<file path="config.mk">
export PLATFORM = sky130hd
export DESIGN_NAME = cgh_config
export DESIGN_NICKNAME = d
export VERILOG_FILES = /design/src/rtl/cgh_pkg.sv /design/src/rtl/cgh_config.sv /design/src/rtl/cgh_byte_rx.sv
export SDC_FILE = /design/constraint.sdc
export NUM_CORES = 1
export LEC_CHECK = 0
export BUFFER_PORTS_ARGS = -buffer_cell sky130_fd_sc_hd__buf_2
export CAP_MARGIN = 10
export CORE_UTILIZATION = 50
export DETAILED_ROUTE_END_ITERATION = 6
export PLACE_DENSITY_LB_ADDON = 0.05
export SETUP_SLACK_MARGIN = 0.02
export SLEW_MARGIN = 20
export SYNTH_ARGS = -nofsm -noshare
export SYNTH_HDL_FRONTEND = slang
export SYNTH_SLANG_ARGS = --single-unit
</file>
<file path="constraint.sdc">
create_clock -name i_ref_clk -period 1.8 [get_ports i_ref_clk]
set_clock_uncertainty 0.05 [all_clocks]
set_input_delay 0.18 -clock i_ref_clk [delete_from_list [all_inputs] [get_ports i_ref_clk]]
set_output_delay 0.18 -clock i_ref_clk [all_outputs]
set_load 0.05 [all_outputs]
</file>
<file path="src/rtl/cgh_pkg.sv">
package cgh_pkg;
	localparam int GAIN_W = 8;
	localparam int FIELD_W = 8;
	// Register selectors on the write port
	localparam logic [1:0] SEL_TX_GAIN = 2'h0;
	localparam logic [1:0] SEL_RX_GAIN = 2'h1;
	localparam logic [1:0] SEL_ECHO_CTRL = 2'h2;
	localparam logic [1:0] SEL_LOW_BAND = 2'h3;
	// Field positions of the echo cancel control register
	localparam int ECHO_EN_BIT = 7;
	localparam int ECHO_POL_BIT = 6;
	localparam int HIGH_BAND_EN_BIT = 5;
	localparam int ATTEN_MSB = 4;
	localparam int ATTEN_W = 5;
	localparam logic [4:0] ATTEN_MAX = 5'h18;
	// Reset values, then the no-output and low band bypass codes
	localparam logic [7:0] TX_GAIN_RST = 8'h00;
	localparam logic [7:0] RX_GAIN_RST = 8'h00;
	localparam logic [7:0] ECHO_CTRL_RST = 8'h00;
	localparam logic [7:0] LOW_BAND_RST = 8'h00;
	localparam logic [7:0] HIGH_BAND_RST = 8'h00;
	localparam logic [7:0] NO_OUTPUT_CODE = 8'h00;
	localparam logic [7:0] LOW_BAND_BYPASS = 8'h00;
	// Instruction index of the high band register
	localparam logic [2:0] SEL_HIGH_BAND = 3'h4;
	localparam int SEL_W = 3;
endpackage

</file>
<file path="src/rtl/cgh_config.sv">
`timescale 1ns/1ps
module cgh_config (
	input wire logic i_ref_clk,
	input wire logic i_nrst,
	input wire logic i_byte_valid,
	input wire logic [7:0] i_byte,
	input wire logic i_frame_end,
	input wire logic i_rd_req,
	input wire logic [cgh_pkg::SEL_W-1:0] i_rd_sel,
	output logic [7:0] o_rd_data,
	output logic [7:0] o_tx_gain,
	output logic [7:0] o_rx_gain,
	output logic o_rx_mute,
	output logic o_echo_en,
	output logic o_echo_noninv,
	output logic o_high_band_en,
	output logic [cgh_pkg::ATTEN_W-1:0] o_atten,
	output logic o_low_band_en,
	output logic [7:0] o_low_band_set,
	output logic [3:0] o_high_pole,
	output logic [3:0] o_high_zero
);
	import cgh_pkg::*;

	logic wr;
	logic [SEL_W-1:0] wsel;
	logic [7:0] wdata;

	cgh_byte_rx u_rx (
		.i_ref_clk(i_ref_clk),
		.i_nrst(i_nrst),
		.i_byte_valid(i_byte_valid),
		.i_byte(i_byte),
		.i_frame_end(i_frame_end),
		.o_wr(wr),
		.o_sel(wsel),
		.o_data(wdata)
	);

	logic [7:0] tx_q, tx_d, rx_q, rx_d, ec_q, ec_d, lb_q, lb_d, hb_q, hb_d;
	logic [7:0] rd_q, rd_d;
	logic [4:0] atten_clip;

	always_comb begin
		tx_d = tx_q;
		rx_d = rx_q;
		ec_d = ec_q;
		lb_d = lb_q;
		hb_d = hb_q;
		if (wr) begin
			unique case (wsel)
				{1'b0, SEL_TX_GAIN}: tx_d = wdata;
				{1'b0, SEL_RX_GAIN}: rx_d = wdata;
				{1'b0, SEL_ECHO_CTRL}: ec_d = wdata;
				{1'b0, SEL_LOW_BAND}: lb_d = wdata;
				SEL_HIGH_BAND: hb_d = wdata;
				default: ;
			endcase
		end
		rd_d = rd_q;
		if (i_rd_req) begin
			unique case (i_rd_sel)
				{1'b0, SEL_TX_GAIN}: rd_d = tx_q;
				{1'b0, SEL_RX_GAIN}: rd_d = rx_q;
				{1'b0, SEL_ECHO_CTRL}: rd_d = ec_q;
				{1'b0, SEL_LOW_BAND}: rd_d = lb_q;
				SEL_HIGH_BAND: rd_d = hb_q;
				default: rd_d = 8'h00;
			endcase
		end
		// Codes above the documented top step saturate at -8.5 dB
		atten_clip = (ec_q[ATTEN_MSB:0] > ATTEN_MAX) ? ATTEN_MAX
			: ec_q[ATTEN_MSB:0];
	end

	always_ff @(posedge i_ref_clk or negedge i_nrst) begin
		if (!i_nrst) begin
			tx_q <= TX_GAIN_RST;
			rx_q <= RX_GAIN_RST;
			ec_q <= ECHO_CTRL_RST;
			lb_q <= LOW_BAND_RST;
			hb_q <= HIGH_BAND_RST;
			rd_q <= 8'h00;
		end else begin
			tx_q <= tx_d;
			rx_q <= rx_d;
			ec_q <= ec_d;
			lb_q <= lb_d;
			hb_q <= hb_d;
			rd_q <= rd_d;
		end
	end

	// Decoded controls, registered so every output is a flip-flop
	logic mute_q, en_q, ninv_q, hben_q, lben_q;
	logic [4:0] att_q;
	logic [7:0] lbs_q;
	always_ff @(posedge i_ref_clk or negedge i_nrst) begin
		if (!i_nrst) begin
			mute_q <= 1'b1;
			en_q <= 1'b0;
			ninv_q <= 1'b0;
			hben_q <= 1'b0;
			att_q <= 5'h00;
			lben_q <= 1'b0;
			lbs_q <= 8'h00;
		end else begin
			mute_q <= (rx_q == NO_OUTPUT_CODE);
			en_q <= ec_q[ECHO_EN_BIT];
			// Disabled filter forces polarity, high band and low band off; the attenuator code still passes
			ninv_q <= ec_q[ECHO_EN_BIT] & ec_q[ECHO_POL_BIT];
			hben_q <= ec_q[ECHO_EN_BIT] & ec_q[HIGH_BAND_EN_BIT];
			att_q <= atten_clip;
			lben_q <= ec_q[ECHO_EN_BIT] &
				(lb_q != LOW_BAND_BYPASS);
			lbs_q <= lb_q;
		end
	end

	assign o_tx_gain = tx_q;
	assign o_rx_gain = rx_q;
	assign o_rx_mute = mute_q;
	assign o_echo_en = en_q;
	assign o_echo_noninv = ninv_q;
	assign o_high_band_en = hben_q;
	assign o_atten = att_q;
	assign o_low_band_en = lben_q;
	assign o_low_band_set = lbs_q;
	assign o_high_pole = hb_q[7:4];
	assign o_high_zero = hb_q[3:0];
	assign o_rd_data = rd_q;
endmodule // cgh_config

</file>
<file path="src/rtl/cgh_byte_rx.sv">
`timescale 1ns/1ps
// Collects a two-byte instruction: selector byte, then data byte
module cgh_byte_rx (
	input wire logic i_ref_clk,
	input wire logic i_nrst,
	input wire logic i_byte_valid,
	input wire logic [7:0] i_byte,
	input wire logic i_frame_end,
	output logic o_wr,
	output logic [cgh_pkg::SEL_W-1:0] o_sel,
	output logic [7:0] o_data
);
	import cgh_pkg::*;
	logic have_sel_q, have_sel_d;
	logic [SEL_W-1:0] sel_q, sel_d;
	logic [7:0] data_q, data_d;
	logic wr_q, wr_d;

	always_comb begin
		have_sel_d = have_sel_q;
		sel_d = sel_q;
		data_d = data_q;
		wr_d = 1'b0;
		if (i_frame_end) begin
			have_sel_d = 1'b0;
		end else if (i_byte_valid && !have_sel_q) begin
			have_sel_d = 1'b1;
			sel_d = i_byte[SEL_W-1:0];
		end else if (i_byte_valid) begin
			// Write only once the whole second byte is in
			have_sel_d = 1'b0;
			data_d = i_byte;
			wr_d = 1'b1;
		end
	end

	always_ff @(posedge i_ref_clk or negedge i_nrst) begin
		if (!i_nrst) begin
			have_sel_q <= 1'b0;
			sel_q <= '0;
			data_q <= 8'h00;
			wr_q <= 1'b0;
		end else begin
			have_sel_q <= have_sel_d;
			sel_q <= sel_d;
			data_q <= data_d;
			wr_q <= wr_d;
		end
	end

	assign o_wr = wr_q;
	assign o_sel = sel_q;
	assign o_data = data_q;
endmodule // cgh_byte_rx

</file>
# Yosys cells after proc, flatten, opt, wreduce, memory -nomap -nowiden
# Cells that the tools add are included.
dict set report word_totals {
  n_memories 0
  romBits 0
  elab_cells 53
  ramBits 0
  register_bits 79
  latch_bits 0
  output_inout_bits 50
}
dict set report classes {
  n_lt_le_gt_ge 1
  n_eq_ne 8
  shift 0
  n_mux 8
  bitwise 5
  n_div 0
  n_reduce_logical 14
  mul 0
  addsub 0
}
# op n
set op_table {}
lappend op_table {{8-bit one-hot mux with 5 select lines} 1}
lappend op_table {{3-bit by 2-bit equality test with 1-bit output, second input constant} 4}
lappend op_table {{2-bit AND reduction} 6}
lappend op_table {{8-bit zero test} 1}
lappend op_table {{8-bit nonzero test} 1}
lappend op_table {{3-bit by 1-bit equality test with 1-bit output, second input constant} 2}
lappend op_table {{3-bit equality test, second input constant} 2}
lappend op_table {{3-bit zero test} 2}
lappend op_table {{1-bit 2-to-1 mux} 6}
lappend op_table {{5-bit greater-than comparator, second input constant} 1}
lappend op_table {{5-bit 2-to-1 mux} 1}
lappend op_table {{1-bit bitwise AND} 3}
lappend op_table {{3-bit AND reduction} 1}
lappend op_table {{3-bit nonzero test} 1}
lappend op_table {{1-bit inverter} 2}
lappend op_table {{1-bit logical AND} 1}
lappend op_table {{1-bit zero test} 1}

# Logic depth before layout (Yosys ltp)
dict set report logic_depth {
  depth_word 4
  depth_mapped 6
}

# Modules after synthesis
# A second synthesis with hierarchy kept.
dict set report unflattened {
  cells_unflattened 234
  area_unflattened_um2 3300.7
}
# mod n_inst area_per_inst_um2 cells_each seq_area_each_um2
set modules_own_cells {}
lappend modules_own_cells {cgh_config 1 2772.7 205 1652.8}
lappend modules_own_cells {cgh_byte_rx 1 528.0 29 325.3}

# Worst setup path before layout
# Ideal clock, no wire load.
dict set report synth_timing {
  path_type {register to register}
  startpoint {register u_rx.sel_q[1] (netlist: u_rx.o_sel[1])}
  endpoint {register tx_q[0] (netlist: o_tx_gain[0])}
  path_buffers 1
  synth_period_minus_slack_ns 1.489
  path_stages_with_launch 4
  t_required_ns 1.625
  arrival_time_ns 1.315
  setup_ns 0.125
  slack_ns 0.311
  path_cell_list {dfrtp_1 -> buf_6 -> nor4b_4 -> mux2_2}
}
dict set report synth_between {
  elab_chain_len 2
}
# element line_no
set synth_lines {}
lappend synth_lines {{from (decl)} cgh_byte_rx.sv:15} ;# logic [SEL_W-1:0] sel_q, sel_d;
lappend synth_lines {{from (signal assigned)} cgh_byte_rx.sv:45} ;# sel_q <= sel_d;
lappend synth_lines {{3-bit zero test} cgh_config.sv:51} ;# unique case (wsel)
lappend synth_lines {{2-bit AND reduction (no line)} -}
lappend synth_lines {{to (signal assigned)} cgh_config.sv:85} ;# tx_q <= tx_d;
lappend synth_lines {{to (decl)} cgh_config.sv:40} ;# logic [7:0] tx_q, tx_d, rx_q, rx_d, ec_q, ec_d, lb_q, lb_d, hb_q, hb_d;
# No other way between the ends.
# A chain may end at the register's enable or synchronous reset.

# Final worst setup path
dict set report layout_timing {
  startpoint {register u_rx.sel_q[1] (netlist: u_rx.o_sel[1])}
  endpoint {register hb_q[7]}
}
dict set report layout_between {
  elab_chain_len 2
}
# element line_no
set layout_lines {}
lappend layout_lines {{3-bit equality test} cgh_config.sv:51}
lappend layout_lines {{2-bit AND reduction (no line)} -}
lappend layout_lines {{to (signal assigned)} cgh_config.sv:82} ;# hb_q <= HIGH_BAND_RST;
lappend layout_lines {{to (signal assigned)} cgh_config.sv:89} ;# hb_q <= hb_d;
lappend layout_lines {{to (decl)} cgh_config.sv:40}
# No other way between the ends.

==> results.py <==
metrics = {
    "status": {
        "run_status": "complete, no violations",
    },
    "clocking": {
        "post-cts-setup-buffer-count": 0,
        "clock-root-buffer": "sky130_fd_sc_hd__clkbuf_8",
        "numCtsBuffers": 9,
        "cts.htree.levels": 3,
        "ctsLongestPathBuffers": 2,
        "tritoncts_clock_tree": "done",
        "clk_pin_slew_ns": 0.08,
        "clock-sinks": 79,
        "clock_insertion_delay_worst_skew_ns": 0.34,
    },
    "critical_path": {
        "critical_path_peak_fanout": 6,
        "cp.required_ns": 1.99,
        "r2r_setup_slack_ns": 0.27,
        "kind_of_start_point_of_the_critical_path": "register",
        "critical_path.endpoint_type": "register",
        "worst-endpoint-arrival_ns": 1.72,
        "timing_worst_setup_path_type": "reg -> reg",
    },
    "route": {
        "drtPass1Iterations": 4,
        "drc": 0,
        "antenna_violating_nets_post_route": 0,
        "dr_total_vias": 2188,
        "drtIter0Drc": 112,
        "detail_route.wl_per_cell_um": 17.2,
        "vias_per_cell": 5.39,
        "wl_um": 6990,
    },
    "timing": {
        "actual_transition_at_the_worst_max_transition_pin_ns": 0.524,
        "hold_viol": 0,
        "final-max-slew-violation-count": 0,
        "setup_total_negative_slack_ns": 0,
        "final_worst_path_cycle_share_pct": 85.0,
        "maxClockFrequency_mhz": 653,
        "final-setup-viol-count": 0,
        "slew-limit-headroom_pct": 64.9,
        "final_period_minus_worst_setup_slack_ns": 1.53,
        "grt_setup_unrepaired": "no",
    },
    "global_routing": {
        "grt_max_degree": 80,
        "gr-total-overflow": 0,
        "grt_pass1_wl_um": 11200,
        "vias_in_the_first_global_route": 2098,
        "grt.total_usage_pct": 23.5,
        "antenna_violations_before_repair": 0,
    },
    "yosys": {
        "yosys_reg_bits": 79,
        "synthesis.instances": 249,
        "post_synthesis_cell_area_um2": 3220,
        "yosys_warnings": 0,
        "syn_area_per_cell_um2": 12.9,
        "synth_sequential_area_ratio_pct": 61.4,
        "synth_nets": 265,
        "synth_cell_types": 29,
    },
    "floorplan": {
        "cell_rows": 28,
        "core_region_area_um2": 6060,
        "die_w_um": 82.3,
        "die_height_um": 82.3,
        "design.die.area_um2": 6770,
        "initial_util_pct": 53.2,
        "top_level_ports": 66,
    },
    "power": {
        "power.density_cell_area_nw_per_um2": 1450,
        "p_leak_nw": 2.00,
        "ir_worst_vdd_mv": 0.956,
    },
    "place": {
        "detailedPlacementHpwl_um": 4590,
        "port_buffers": 65,
        "gpl.final_weighted_congestion": 0.726,
        "place_area_um2": 3630,
    },
    "final_layout": {
        "post-route-util_pct": 65.2,
        "finish.instance_area_um2": 3950,
        "layout.cells.most_common": "sky130_fd_sc_hd__dfrtp_1",
        "design.final.nets": 342,
        "flow.area_growth_from_synthesis_pct": 22.5,
        "final_cell_mix": "sky130_fd_sc_hd__dfrtp_1, sky130_fd_sc_hd__buf_2, sky130_fd_sc_hd__mux2_2",
        "drive_gt1_share_pct": 40.8,
        "antenna_cells": 0,
    },
    "hold_path": {
        "hp-class": "in -> reg",
    },
    "run": {
        "drv_cap": 0,
    },
}
-- final cells by class --
cell class | count | area, um^2
fillers | 494 | 2110
flip-flops and latches | 79 | 1980
multi-input cells | 155 | 1170
repair buffers | 80 | 478
clock buffers | 9 | 124
clock inverters | 7 | 97.6
well taps | 75 | 93.8
inverters | 1 | 3.75
-- worst paths after layout --
| kind | endpoint | cells after the start | startpoint |
|---|---|---|---|
| max | hb_q[7]$_DFFE_PN0P_ | 3 | u_rx.o_sel[1]$_DFFE_PN0P_ |
| min | u_rx.have_sel_q$_DFFE_PN0P_ | 3 | i_byte_valid |
| max reg2reg | hb_q[7]$_DFFE_PN0P_ | 3 | u_rx.o_sel[1]$_DFFE_PN0P_ |
| min reg2reg | o_low_band_set[2]$_DFF_PN0_ | 0 | lb_q[2]$_DFFE_PN0P_ |
| max in group asynchronous | o_rx_mute$_DFF_PN1_ | 3 | i_nrst |
| min in group asynchronous | o_low_band_set[6]$_DFF_PN0_ | 3 | i_nrst |
-- critical path, cell delays in order (launching register included) --
cell and delay (ns):
sky130_fd_sc_hd__dfrtp_1 0.48, sky130_fd_sc_hd__nor3_2 0.33, sky130_fd_sc_hd__buf_4 0.22, sky130_fd_sc_hd__mux2_2 0.34
-- layer usage --
layer  global-route usage [%]  vias to the layer above  part of all wire (%)
met2                     35.7                       51                    46
met1                     32.9                     1098                    49
met5                        0                        -                     0
met3                     4.62                       12                   3.8
met4                     10.2                        0                   1.7
li1                         -                     1027                     -
-- cell usage after synthesis, drive strengths merged --
master,count,area share (%)
a211oi,7,1.6
a21boi,1,0.23
a21oi,15,2.3
a41oi,1,0.27
and2,5,0.97
and4bb,2,0.78
buf,9,1.6
clkbuf,5,0.58
clkinv,1,0.12
dfrtp,78,61
dfstp,1,0.82
mux2,44,15
mux2i,7,2.2
nand2,26,3.0
nand2b,2,0.39
nand3b,15,3.5
nand4b,2,0.54
nor2,17,2.0
nor3,2,0.62
nor3b,1,0.23
nor4,2,0.39
nor4b,1,0.74
o21ai,1,0.16
or4,2,0.47
or4bb,1,0.35
xnor2,1,0.27
-- cells by family after synthesis --
group           after synthesis  synth area share, %
simple gates                 78                 14.0
mux                          51                 17.5
xor+xnor                      1                0.272
flops                        79                 61.4
buf+inv                      15                 2.25
compound gates               25                 4.62
-- state kept, by name (all words and copies together), names as in the netlist --
name	flops
o_low_band_set	8
o_low_band_en	1
o_echo_noninv	1
u_rx.have_sel_q	1
o_rx_gain	8
ec_q	8
u_rx.o_wr	1
hb_q	8
o_rd_data	8
u_rx.o_data	8
o_echo_en	1
o_rx_mute	1
o_tx_gain	8
u_rx.o_sel	3
lb_q	8
o_high_band_en	1
o_atten	5
-- what timing repair did --
item / 4_1_cts / 5_1_grt
endpoints found under the hold margin: 87 / 0
hold buffers: 10 / 0
resized for setup: 0 / 0
-- power breakdown --
group | switching [W] | internal (W) | total [W]
Clock | 0.000647 | 0.000782 | 0.00143
Combinational | 0.00122 | 0.000511 | 0.00173
Sequential | 0.000391 | 0.00218 | 0.00257
-- stage by stage --
step | hold slack [ns] | total power [W] | worst slack, ns | cells
after floorplan | -0.166 | 0.00381 | 0.311 | 249
after global placement | 0.186 | 0.00430 | 0.312 | 380
after detailed placement | 0.183 | 0.00432 | 0.285 | 380
after CTS | 0.0575 | 0.00578 | 0.274 | 406
after global routing | 0.0782 | 0.00601 | 0.193 | 406
final | 0.0691 | 0.00573 | 0.269 | 406
No activity file was read; power rests on OpenSTA's default activity.
